$ cat config.mk
export PLATFORM = sky130hd
export DESIGN_NAME = oscc_top
export DESIGN_NICKNAME = d
export VERILOG_FILES = /design/src/rtl/oscc_pkg.sv /design/src/rtl/oscc_top.sv /design/src/rtl/oscc_sync.sv
export VERILOG_INCLUDE_DIRS = /design/src /design/src/rtl
export SDC_FILE = /design/constraint.sdc
export NUM_CORES = 1
export LEC_CHECK = 0
export ABC_AREA = 0
export BUFFER_PORTS_ARGS = -buffer_cell sky130_fd_sc_hd__clkbuf_2
export CORE_UTILIZATION = 40
export CTS_BUF_LIST = sky130_fd_sc_hd__clkbuf_16
export CTS_CLUSTER_SIZE = 16
export DETAILED_ROUTE_END_ITERATION = 8
export HOLD_SLACK_MARGIN = 0.08
export SYNTH_ARGS = -nofsm -noshare
export SYNTH_HDL_FRONTEND = slang
export SYNTH_SLANG_ARGS = --single-unit
$ cat constraint.sdc
create_clock -name ref_clk -period 4.2 [get_ports ref_clk]
set_clock_uncertainty 0.2 [all_clocks]
set_input_delay 0.84 -clock ref_clk [delete_from_list [all_inputs] [get_ports ref_clk]]
set_output_delay 0.84 -clock ref_clk [all_outputs]
set_load 0.01 [all_outputs]
$ cat src/rtl/oscc_defines.svh
// Offsets, field positions, reset values and counts of the operating state block
`ifndef OSCC_DEFINES_SVH
`define OSCC_DEFINES_SVH

// ----------------------------------------
// Register offsets
// ----------------------------------------
`define OSCC_ADDR_STATUS 8'h14
`define OSCC_ADDR_CTRL1 8'h15
`define OSCC_ADDR_OPT 8'h40
`define OSCC_ADDR_AUX 8'h41
`define OSCC_ADDR_IRQ_STAT 8'h42
`define OSCC_ADDR_IRQ_MASK 8'h43

// ----------------------------------------
// Field positions
// ----------------------------------------
`define OSCC_CTRL1_RST 7
`define OSCC_CTRL1_ACTIVE 0
`define OSCC_OPT_GATE_EN 0
`define OSCC_OPT_PURGE 1
`define OSCC_OPT_MODE_LO 2
`define OSCC_OPT_FUNC_SEL 4
`define OSCC_OPT_WAKE_EN 5
`define OSCC_OPT_ROUTE 6
`define OSCC_OPT_POL 7
`define OSCC_AUX_MOT_BOOT 0
`define OSCC_IRQ_GATE 0
`define OSCC_IRQ_SAT 1
`define OSCC_IRQ_STATE 2
`define OSCC_IRQ_TRIG 3

// ----------------------------------------
// Reset values and counts
// ----------------------------------------
`define OSCC_CTRL1_RST_GND 8'h00
`define OSCC_CTRL1_RST_VDD 8'h03
`define OSCC_OPT_RST 8'h00
`define OSCC_OPT_KEEP 8'h80
`define OSCC_AUX_RST 8'h01
`define OSCC_TALLY_MAX 5'h1f
`define OSCC_BOOT_CYCLES 2'h3
`define OSCC_BUF_MODE_OFF 2'h0
`define OSCC_FILL_EMPTY 6'h00

`endif

$ cat src/rtl/oscc_pkg.sv
// Types shared by the operating state block
package oscc_pkg;

	// Operating state, values equal the reported codes
	typedef enum logic [1:0] {
		OSCC_STANDBY = 2'h0,
		OSCC_WAKE = 2'h1,
		OSCC_TRIG = 2'h3,
		OSCC_SLEEP = 2'h2
	} oscc_state_t;

	// Register port request
	typedef struct packed {
		logic [7:0] addr;
		logic [7:0] wdata;
		logic wr;
		logic rd;
	} oscc_bus_t;

	// Output buffer status
	typedef struct packed {
		logic [5:0] fill;
		logic sample;
		logic odr_tick;
	} oscc_buf_t;

endpackage

$ cat src/rtl/oscc_top.sv
// Operating state status and first sensor control registers
//
// Functional notes
// - Five-bit tally counts output-data periods after gate overrun flag sets.
// - Tally clears once buffer fill level reads zero.
// - Writing purge empties buffer and clears tally.
// - Buffer mode disabled code clears overrun flag and tally, without a purge pulse.
// - Standby to active transition clears buffer and tally.
// - Two-bit state code: standby, wake, sleep, triggered capture.
// - Boot into standby with strap low, wake with strap high and option.
// - Triggered capture never entered while strap pin is high.
// - Triggered capture only when second pin function select is one.
// - Triggered capture reads 11b waiting, 01b while measuring.
// - Wake output drives static polarity level on routed interrupt pin.
// - Entering wake, sleep or capture resets detector debounce counters.
// - Control register one holds reset, selftest, wires, range, active.
// - Control one resets zero, or with bits 1:0 set if strap high.
// - Gated buffer sets overrun flag if not emptied before next sample.
//
// The address-and-strobe port was left to the implementer.
`timescale 1ns/1ns
`include "oscc_defines.svh"

module oscc_top
	import oscc_pkg::*;
(
	// Clock and reset
	input wire logic ref_clk,
	input wire logic nrst,
	// Register port
	input wire oscc_bus_t bus_req,
	output logic [7:0] rd_data,
	// Output buffer
	input wire oscc_buf_t buf_in,
	output logic buf_purge,
	// Measurement engine
	input wire logic sleep_req,
	input wire logic wake_req,
	input wire logic meas_done,
	output logic debounce_reset,
	output logic soft_reset,
	output logic [7:0] sensor_control_one,
	// Pins
	input wire logic boot_strap_pin,
	input wire logic second_interrupt_pin_in,
	output logic first_interrupt_pin_out,
	output logic first_interrupt_pin_oe,
	output logic second_interrupt_pin_out,
	output logic second_interrupt_pin_oe,
	// Interrupt
	output logic irq
);

	// ----------------------------------------
	// Pin synchronisers
	// ----------------------------------------
	logic [1:0] pin_sync;
	logic strap_sync;
	logic trig_level;

	oscc_sync #(.WIDTH(2)) u_sync (
		.ref_clk(ref_clk),
		.nrst(nrst),
		.async_in({boot_strap_pin, second_interrupt_pin_in}),
		.sync_out(pin_sync)
	);

	assign strap_sync = pin_sync[1];
	assign trig_level = pin_sync[0];

	// ----------------------------------------
	// State declarations
	// ----------------------------------------
	logic boot_pend_reg, boot_pend_next;
	logic [1:0] boot_cnt_reg, boot_cnt_next;
	logic [7:0] ctrl1_reg, ctrl1_next;
	logic [7:0] opt_reg, opt_next;
	logic [7:0] aux_reg, aux_next;
	logic [7:0] mask_reg, mask_next;
	logic [3:0] stat_reg, stat_next;
	oscc_state_t state_reg, state_next;
	logic meas_reg, meas_next;
	logic trig_prev_reg;
	logic gate_reg, gate_next;
	logic [4:0] tally_reg, tally_next;
	logic [7:0] rd_next;
	logic purge_next, dbr_next, srst_next, irq_next;
	logic p1_oe_next, p2_oe_next, pin_lvl_next;
	logic wr_ok, purge_wr, rst_wr, act_entry, clear_all, trig_ok, trig_edge;
	logic [1:0] code, code_next;
	logic [3:0] ev;

	assign wr_ok = bus_req.wr && !boot_pend_reg;
	assign purge_wr = wr_ok && bus_req.addr == `OSCC_ADDR_OPT
		&& bus_req.wdata[`OSCC_OPT_PURGE];
	assign rst_wr = wr_ok && bus_req.addr == `OSCC_ADDR_CTRL1
		&& bus_req.wdata[`OSCC_CTRL1_RST];
	assign trig_edge = trig_level && !trig_prev_reg;
	// capture shows wake code while measuring
	assign code = (state_reg == OSCC_TRIG && meas_reg) ? OSCC_WAKE : state_reg;
	assign code_next = (state_next == OSCC_TRIG && meas_next) ? OSCC_WAKE : state_next;

	// ----------------------------------------
	// Boot, configuration and operating state
	// ----------------------------------------
	always_comb
	begin
		boot_pend_next = boot_pend_reg;
		boot_cnt_next = boot_cnt_reg;
		ctrl1_next = ctrl1_reg;
		opt_next = opt_reg;
		aux_next = aux_reg;
		mask_next = mask_reg;
		state_next = state_reg;
		meas_next = meas_reg;
		act_entry = 1'b0;
		// capture needs second pin as trigger
		trig_ok = opt_reg[`OSCC_OPT_FUNC_SEL] && !strap_sync;
		if (boot_pend_reg)
		begin
			boot_cnt_next = boot_cnt_reg + 2'h1;
			if (boot_cnt_reg == `OSCC_BOOT_CYCLES)
			begin
				boot_pend_next = 1'b0;
				ctrl1_next = strap_sync ? `OSCC_CTRL1_RST_VDD : `OSCC_CTRL1_RST_GND;
				// boot state from strap and option
				state_next = (strap_sync && aux_reg[`OSCC_AUX_MOT_BOOT]) ? OSCC_WAKE
					: OSCC_STANDBY;
			end
		end
		else if (rst_wr)
		begin
			// Soft reset reboots, polarity survives
			boot_pend_next = 1'b1;
			boot_cnt_next = 2'h0;
			ctrl1_next = `OSCC_CTRL1_RST_GND;
			opt_next = (opt_reg & `OSCC_OPT_KEEP) | `OSCC_OPT_RST;
			aux_next = `OSCC_AUX_RST;
			state_next = OSCC_STANDBY;
			meas_next = 1'b0;
		end
		else
		begin
			if (wr_ok && bus_req.addr == `OSCC_ADDR_CTRL1)
				ctrl1_next = bus_req.wdata;
			if (wr_ok && bus_req.addr == `OSCC_ADDR_OPT)
				opt_next = bus_req.wdata & ~(8'h01 << `OSCC_OPT_PURGE);
			if (wr_ok && bus_req.addr == `OSCC_ADDR_AUX)
				aux_next = bus_req.wdata;
			if (wr_ok && bus_req.addr == `OSCC_ADDR_IRQ_MASK)
				mask_next = bus_req.wdata;
			case (state_reg)
				OSCC_STANDBY:
					if (ctrl1_reg[`OSCC_CTRL1_ACTIVE])
					begin
						act_entry = 1'b1;
						state_next = trig_ok ? OSCC_TRIG : OSCC_WAKE;
					end
				OSCC_WAKE:
					if (!ctrl1_reg[`OSCC_CTRL1_ACTIVE])
						state_next = OSCC_STANDBY;
					else if (trig_ok)
						state_next = OSCC_TRIG;
					else if (sleep_req)
						state_next = OSCC_SLEEP;
				OSCC_SLEEP:
					if (!ctrl1_reg[`OSCC_CTRL1_ACTIVE])
						state_next = OSCC_STANDBY;
					else if (trig_ok)
						state_next = OSCC_TRIG;
					else if (wake_req)
						state_next = OSCC_WAKE;
				OSCC_TRIG:
					if (!ctrl1_reg[`OSCC_CTRL1_ACTIVE])
						state_next = OSCC_STANDBY;
					else if (!trig_ok)
						state_next = OSCC_WAKE;
					else if (trig_edge)
						meas_next = 1'b1;
					else if (meas_done)
						meas_next = 1'b0;
				default:
					state_next = OSCC_STANDBY;
			endcase
			if (state_next != OSCC_TRIG)
				meas_next = 1'b0;
		end
	end

	// Registers of the state group
	always_ff @(posedge ref_clk or negedge nrst)
	begin
		if (!nrst)
		begin
			boot_pend_reg <= 1'b1;
			boot_cnt_reg <= 2'h0;
			ctrl1_reg <= `OSCC_CTRL1_RST_GND;
			opt_reg <= `OSCC_OPT_RST;
			aux_reg <= `OSCC_AUX_RST;
			mask_reg <= 8'h00;
			state_reg <= OSCC_STANDBY;
			meas_reg <= 1'b0;
			trig_prev_reg <= 1'b0;
		end
		else
		begin
			boot_pend_reg <= boot_pend_next;
			boot_cnt_reg <= boot_cnt_next;
			ctrl1_reg <= ctrl1_next;
			opt_reg <= opt_next;
			aux_reg <= aux_next;
			mask_reg <= mask_next;
			state_reg <= state_next;
			meas_reg <= meas_next;
			trig_prev_reg <= trig_level;
		end
	end

	// ----------------------------------------
	// Overrun flag and period tally
	// ----------------------------------------
	always_comb
	begin
		clear_all = buf_in.fill == `OSCC_FILL_EMPTY || purge_wr || act_entry
			|| opt_reg[`OSCC_OPT_MODE_LO +: 2] == `OSCC_BUF_MODE_OFF;
		gate_next = gate_reg;
		tally_next = tally_reg;
		if (opt_reg[`OSCC_OPT_GATE_EN] && buf_in.sample)
			gate_next = 1'b1;
		if (clear_all)
		begin
			gate_next = 1'b0;
			tally_next = 5'h00;
		end
		else if (gate_reg && buf_in.odr_tick && tally_reg != `OSCC_TALLY_MAX)
			tally_next = tally_reg + 5'h01;
	end

	// Registers of the overrun group
	always_ff @(posedge ref_clk or negedge nrst)
	begin
		if (!nrst)
		begin
			gate_reg <= 1'b0;
			tally_reg <= 5'h00;
		end
		else
		begin
			gate_reg <= gate_next;
			tally_reg <= tally_next;
		end
	end

	// ----------------------------------------
	// Read data, events, pins and pulses
	// ----------------------------------------
	always_comb
	begin
		rd_next = 8'h00;
		if (bus_req.rd)
		begin
			if (bus_req.addr == `OSCC_ADDR_STATUS)
				rd_next = {gate_reg, tally_reg, code};
			else if (bus_req.addr == `OSCC_ADDR_CTRL1)
				rd_next = ctrl1_reg & ~(8'h01 << `OSCC_CTRL1_RST);
			else if (bus_req.addr == `OSCC_ADDR_OPT)
				rd_next = opt_reg;
			else if (bus_req.addr == `OSCC_ADDR_AUX)
				rd_next = aux_reg;
			else if (bus_req.addr == `OSCC_ADDR_IRQ_STAT)
				rd_next = {4'h0, stat_reg};
			else if (bus_req.addr == `OSCC_ADDR_IRQ_MASK)
				rd_next = mask_reg;
		end
		ev[`OSCC_IRQ_GATE] = gate_next && !gate_reg;
		ev[`OSCC_IRQ_SAT] = tally_next == `OSCC_TALLY_MAX && tally_reg != `OSCC_TALLY_MAX;
		ev[`OSCC_IRQ_STATE] = code_next != code;
		ev[`OSCC_IRQ_TRIG] = trig_edge && state_reg == OSCC_TRIG;
		// Write-one clear, a new event wins
		stat_next = stat_reg;
		if (wr_ok && bus_req.addr == `OSCC_ADDR_IRQ_STAT)
			stat_next = stat_reg & ~bus_req.wdata[3:0];
		stat_next = stat_next | ev;
		irq_next = |(stat_next & mask_next[3:0]);
		purge_next = purge_wr || act_entry;
		dbr_next = state_next != state_reg && state_next != OSCC_STANDBY;
		srst_next = rst_wr;
		// wake output on the routed pin
		p1_oe_next = opt_next[`OSCC_OPT_WAKE_EN] && code_next == OSCC_WAKE
			&& !opt_next[`OSCC_OPT_ROUTE];
		p2_oe_next = opt_next[`OSCC_OPT_WAKE_EN] && code_next == OSCC_WAKE
			&& opt_next[`OSCC_OPT_ROUTE] && !opt_next[`OSCC_OPT_FUNC_SEL];
		pin_lvl_next = opt_next[`OSCC_OPT_POL];
	end

	// Registers of the output group
	always_ff @(posedge ref_clk or negedge nrst)
	begin
		if (!nrst)
		begin
			rd_data <= 8'h00;
			stat_reg <= 4'h0;
			irq <= 1'b0;
			buf_purge <= 1'b0;
			debounce_reset <= 1'b0;
			soft_reset <= 1'b0;
			first_interrupt_pin_oe <= 1'b0;
			first_interrupt_pin_out <= 1'b0;
			second_interrupt_pin_oe <= 1'b0;
			second_interrupt_pin_out <= 1'b0;
		end
		else
		begin
			rd_data <= rd_next;
			stat_reg <= stat_next;
			irq <= irq_next;
			buf_purge <= purge_next;
			debounce_reset <= dbr_next;
			soft_reset <= srst_next;
			first_interrupt_pin_oe <= p1_oe_next;
			first_interrupt_pin_out <= p1_oe_next && pin_lvl_next;
			second_interrupt_pin_oe <= p2_oe_next;
			second_interrupt_pin_out <= p2_oe_next && pin_lvl_next;
		end
	end

	assign sensor_control_one = ctrl1_reg;

	// ----------------------------------------
	// Assertions
	// ----------------------------------------
	property p_tally_inc;
		@(posedge ref_clk) disable iff (!nrst)
		gate_reg && buf_in.odr_tick && !clear_all && tally_reg != `OSCC_TALLY_MAX
		|=> tally_reg == $past(tally_reg) + 5'h01;
	endproperty
	a_tally_inc: assert property (p_tally_inc) else $error("tally did not count");

	property p_drain_clear;
		@(posedge ref_clk) disable iff (!nrst)
		buf_in.fill == `OSCC_FILL_EMPTY |=> tally_reg == 5'h00 && !gate_reg;
	endproperty
	a_drain_clear: assert property (p_drain_clear) else $error("drain left tally");

	property p_purge;
		@(posedge ref_clk) disable iff (!nrst)
		purge_wr |=> buf_purge && tally_reg == 5'h00
			##1 buf_purge == ($past(purge_wr) || $past(act_entry));
	endproperty
	a_purge: assert property (p_purge) else $error("purge not applied");

	property p_mode_off;
		@(posedge ref_clk) disable iff (!nrst)
		opt_reg[`OSCC_OPT_MODE_LO +: 2] == `OSCC_BUF_MODE_OFF |=> tally_reg == 5'h00;
	endproperty
	a_mode_off: assert property (p_mode_off) else $error("disabled mode kept tally");

	property p_act_entry;
		@(posedge ref_clk) disable iff (!nrst)
		state_reg == OSCC_STANDBY ##1 state_reg != OSCC_STANDBY && !$past(boot_pend_reg)
		|-> buf_purge && tally_reg == 5'h00;
	endproperty
	a_act_entry: assert property (p_act_entry) else $error("activation kept data");

	property p_code_read;
		@(posedge ref_clk) disable iff (!nrst)
		bus_req.rd && bus_req.addr == `OSCC_ADDR_STATUS |=> rd_data[1:0] == $past(code);
	endproperty
	a_code_read: assert property (p_code_read) else $error("wrong state code");

	property p_no_trig_strap;
		@(posedge ref_clk) disable iff (!nrst)
		strap_sync && state_reg != OSCC_TRIG |=> state_reg != OSCC_TRIG;
	endproperty
	a_no_trig_strap: assert property (p_no_trig_strap) else $error("capture with strap");

	property p_measure_code;
		@(posedge ref_clk) disable iff (!nrst)
		state_reg == OSCC_TRIG && trig_edge && trig_ok
			&& ctrl1_reg[`OSCC_CTRL1_ACTIVE] && !rst_wr
		|=> code == OSCC_WAKE;
	endproperty
	a_measure_code: assert property (p_measure_code) else $error("capture code wrong");

	property p_wake_pin;
		@(posedge ref_clk) disable iff (!nrst)
		opt_reg[`OSCC_OPT_WAKE_EN] && code == OSCC_WAKE && !opt_reg[`OSCC_OPT_ROUTE]
		|-> first_interrupt_pin_oe && first_interrupt_pin_out == opt_reg[`OSCC_OPT_POL];
	endproperty
	a_wake_pin: assert property (p_wake_pin) else $error("wake level missing");

	property p_debounce;
		@(posedge ref_clk) disable iff (!nrst)
		state_reg != $past(state_reg) && state_reg != OSCC_STANDBY |-> debounce_reset;
	endproperty
	a_debounce: assert property (p_debounce) else $error("no debounce reset");

	property p_sat;
		@(posedge ref_clk) disable iff (!nrst)
		tally_reg == `OSCC_TALLY_MAX && !clear_all |=> tally_reg == `OSCC_TALLY_MAX;
	endproperty
	a_sat: assert property (p_sat) else $error("tally wrapped");

endmodule // oscc_top

$ cat src/rtl/oscc_sync.sv
// Two-stage synchroniser for pin inputs
`timescale 1ns/1ns

module oscc_sync
#(
	parameter int WIDTH = 2
)
(
	// Clock and reset
	input wire logic ref_clk,
	input wire logic nrst,
	// Pins and synchronised levels
	input wire logic [WIDTH-1:0] async_in,
	output logic [WIDTH-1:0] sync_out
);

	logic [WIDTH-1:0] meta_reg;

	// ----------------------------------------
	// Per-bit stages
	// ----------------------------------------
	genvar i;
	generate
		for (i = 0; i < WIDTH; i++)
		begin : g_bit
			// First stage read only by the second
			always_ff @(posedge ref_clk or negedge nrst)
			begin
				if (!nrst)
				begin
					meta_reg[i] <= 1'b0;
					sync_out[i] <= 1'b0;
				end
				else
				begin
					meta_reg[i] <= async_in[i];
					sync_out[i] <= meta_reg[i];
				end
			end
		end
	endgenerate

endmodule // oscc_sync

==> qor.log <==
qor: setup_path.path_class in -> reg
qor: routing.via_per_inst 5.55
qor: floorplan.floorplan.initialDensity 41.1%
qor: routing.drtAntennaViolNets 0
qor: place.detailed_place_hpwl 6240 um
qor: sta.hold_viol_final 0
qor: setup_path.cp_num_buf_inv 2
qor: clock_tree.ctsRootBufferMaster clkbuf_16
qor: global_routing.grt_pass1_vias 2638
qor: clock_tree.cts_inserted_buffers 9
qor: sta.fin_setup_tns 0 ns
qor: place.dp_cells 469
qor: clock_tree.worstSkewPairLatency 0.33 ns
qor: final_layout.final-instance-count-excl-fill 485
qor: floorplan.number_of_ports_placed_on_the_die_boundary 57
qor: routing.detailroute.via_count 2691
qor: status.status completed
qor: synth.mappedNetlistNets 355
qor: synth.synth.yosys.warnings 0
qor: final_layout.nets 411
qor: global_routing.maximum_number_of_pins_on_one_net_before_global_route_repair 49
qor: power_and_ir_drop.power.density 432 nW/um2
qor: final_layout.layout-drive-gt1-share 26.6%
qor: power_and_ir_drop.leakage 1.96 nW
qor: flow_run.timing.max_cap.violations 0
qor: final_layout.synthToLayoutAreaGrowth 20.6%
qor: synth.synthDistinctLibCells 63
qor: floorplan.chipHeight 93.6 um
qor: place.dpl_worst_slack 0.886 ns
qor: synth.post_syn_area_per_cell 10.5 um2
qor: sta.fmaxAchievable 0.335 GHz
qor: clock_tree.tritoncts_num_sinks 68
qor: floorplan.die-area 8770 um2
qor: routing.first_pass_iters 4
qor: sta.rsz_0062_raised_after_global_routing false
qor: setup_path.worstPathRequired 4.20 ns
qor: global_routing.grt_pass1_wl 13600 um
qor: setup_path.cp_slowest_cell nor4bb_2
qor: sta.max-slew-margin-rel 28.6%
qor: floorplan.die_w 93.6 um
qor: setup_path.path_cells clkbuf_2 -> nor4bb_2 -> nand4_4 -> inv_2 -> o31ai_1 -> nor3b_1 -> o41ai_2 -> o211ai_2
qor: global_routing.grt_overflow_total 0
qor: sta.finalCriticalPeriod 2.99 ns
qor: final_layout.layout.filler_cells 747
qor: setup_path.timing.critical_path.max_delay_family simple AND/OR/NAND/NOR gates
qor: synth.number_of_storage_elements_in_the_synthesis_netlist 68
qor: final_layout.num_antenna_cells 0
qor: sta.tightestPinTransition 1.07 ns
qor: final_layout.layout.cell_area.non_filler 4050 um2
qor: setup_path.worstPathMaxFanout 17
qor: clock_tree.tritoncts built
qor: routing.drt_iter0_markers 131
qor: synth.fraction_of_the_yosys_area_taken_by_sequential_cells 50.7%
qor: routing.wl_per_cell 17.4 um
qor: setup_path.crit_arrival 2.99 ns
qor: setup_path.cp-end-kind register
qor: clock_tree.clock_transition_at_the_registers_of_the_reported_paths 0.06 ns
qor: worst_hold_path.min_path_type reg -> reg
qor: place.placed_area 3730 um2
qor: place.io_buffer_count 56
qor: global_routing.grt.total_usage 21.0%
qor: clock_tree.cts-root-to-sink-buffers 2
qor: synth.synth_cells 319
qor: global_routing.antenna_found_initial 0
qor: sta.post-route-period-util 71.1%
qor: floorplan.core_area 8180 um2
qor: sta.setup-violations-final 0
qor: sta.setup_ws 1.21 ns
qor: place.gpl.final_weighted_congestion 0.916
qor: clock_tree.cts_repair_resize_count 0
qor: power_and_ir_drop.power.ir.vdd_worst 195 uV
qor: setup_path.critical-path-max-stage-delay 0.48 ns
qor: sta.report.final.slew_viol_count 0
qor: floorplan.std_cell_rows 33
qor: setup_path.critPathLaunchType primary input
qor: routing.drcViolationCount 0
qor: synth.async_reset_ff_share 100%
qor: routing.detail_route.wirelength 8420 um
qor: synth.syn_area 3360 um2
qor: clock_tree.postCtsHoldBufs 0
qor: synth.most_used_dff_post_synth dfrtp_1
qor: clock_tree.clock_tree.htree_level_count 3
qor: synth.post_synth_edffs 0
qor: clock_tree.postCtsSetupBuffers 0
## kinds of logic after synthesis
logic type               Yosys count  synth area share, %
multiplexers                      18                 6.37
flip-flops                        68                 50.7
buffers and inverters             27                 3.46
AO/OA/AOI/OAI                     81                 17.7
XOR/XNOR                           3                0.783
AND/OR/NAND/NOR                  119                 19.9
adder cells (fa/ha/maj)            3                 1.12
## placed cells by master, fill, tap and decap left out, types with 9 or more instances in the layout
master and instances:
clkbuf_2 55, mux2i_1 9, inv_1 10, a21oi_1 23, dfrtp_1 66, o21ai_0 12
clkbuf_16 9, nand2_1 49, a22oi_1 11, nor2_1 15
## metal layers
metal / GRT usage [%] / share of wire, % / vias up
li1: - / - / 1279
met1: 29.2 / 45 / 1308
met2: 31.3 / 46 / 92
met3: 5.20 / 7.0 / 12
met4: 8.72 / 1.6 / 0
met5: 0 / 0 / -
## cell type report
| class | instances | area (um2) | area share, % |
|---|---|---|---|
| tap | 105 | 131 | 3.24 |
| timing repair buffer | 61 | 318 | 7.84 |
| clock inverter | 7 | 93.8 | 2.32 |
| inverter | 11 | 41.3 | 1.02 |
| clock buffer | 9 | 225 | 5.56 |
| sequential | 68 | 1700 | 42.1 |
| multi-input combinational | 224 | 1540 | 38.0 |
## worst paths after layout
check / start / cells after the start / slack, ns / to
setup / recovery: bus_req[11] / 8 / 1.21 / irq$_DFF_PN0_
hold / removal: u_sync.meta_reg[0]$_DFF_PN0_ / 0 / 0.15 / u_sync.sync_out[0]$_DFF_PN0_
setup reg to reg: boot_pend_reg$_DFF_PN1_ / 7 / 1.48 / irq$_DFF_PN0_
hold reg to reg: u_sync.meta_reg[0]$_DFF_PN0_ / 0 / 0.15 / u_sync.sync_out[0]$_DFF_PN0_
max in group asynchronous: nrst / 2 / 2.48 / mask_reg[3]$_DFF_PN0_
min in group asynchronous: nrst / 1 / 0.51 / u_sync.meta_reg[0]$_DFF_PN0_
## cell usage after synthesis, types with 5 or more instances
master      n  area [um2]
a22o_1      5        43.8
a21oi_1    23         115
nand2b_1    5        31.3
nand4_1     5        31.3
o2bb2ai_1   5        43.8
mux2i_1     9        90.1
nor2b_1     5        31.3
nand3_1     7        35.0
dfrtp_1    66        1650
o21ai_0    12        60.1
clkbuf_1   13        48.8
a22oi_1    11        82.6
nor2_1     15        56.3
inv_1       9        33.8
mux2_2      7        78.8
nand2_1    49         184
## worst register-to-register path: cells and delay by family (launching register included)
kind                   cells  cell delay [ns]
DFF                        1             0.72
and+or+nand+nor            2             0.28
buffers and inverters      1             0.15
AOI/OAI and AO/OA          4             1.24
## power breakdown
group | switching (mW) | leakage, nW | internal (mW)
logic | 0.129 | 0.900 | 0.0868
registers | 0.0407 | 0.907 | 0.702
clock network | 0.274 | 0.157 | 0.518
total | 0.443 | 1.96 | 1.31
## through the flow
| stage | util, % | hold WS [ns] | total power [mW] |
|---|---|---|---|
| 2_1_floorplan | - | 0.131 | 0.878 |
| 3_5_place_dp | 45.7 | 0.135 | 0.971 |
| 4_1_cts | 49.6 | 0.148 | 1.76 |
| 3_3_place_gp | 45.7 | 0.132 | 0.969 |
| 6_report | 49.6 | 0.147 | 1.75 |
| 5_1_grt | 49.6 | 0.159 | 1.83 |
No activity file was read; power rests on OpenSTA's default activity.
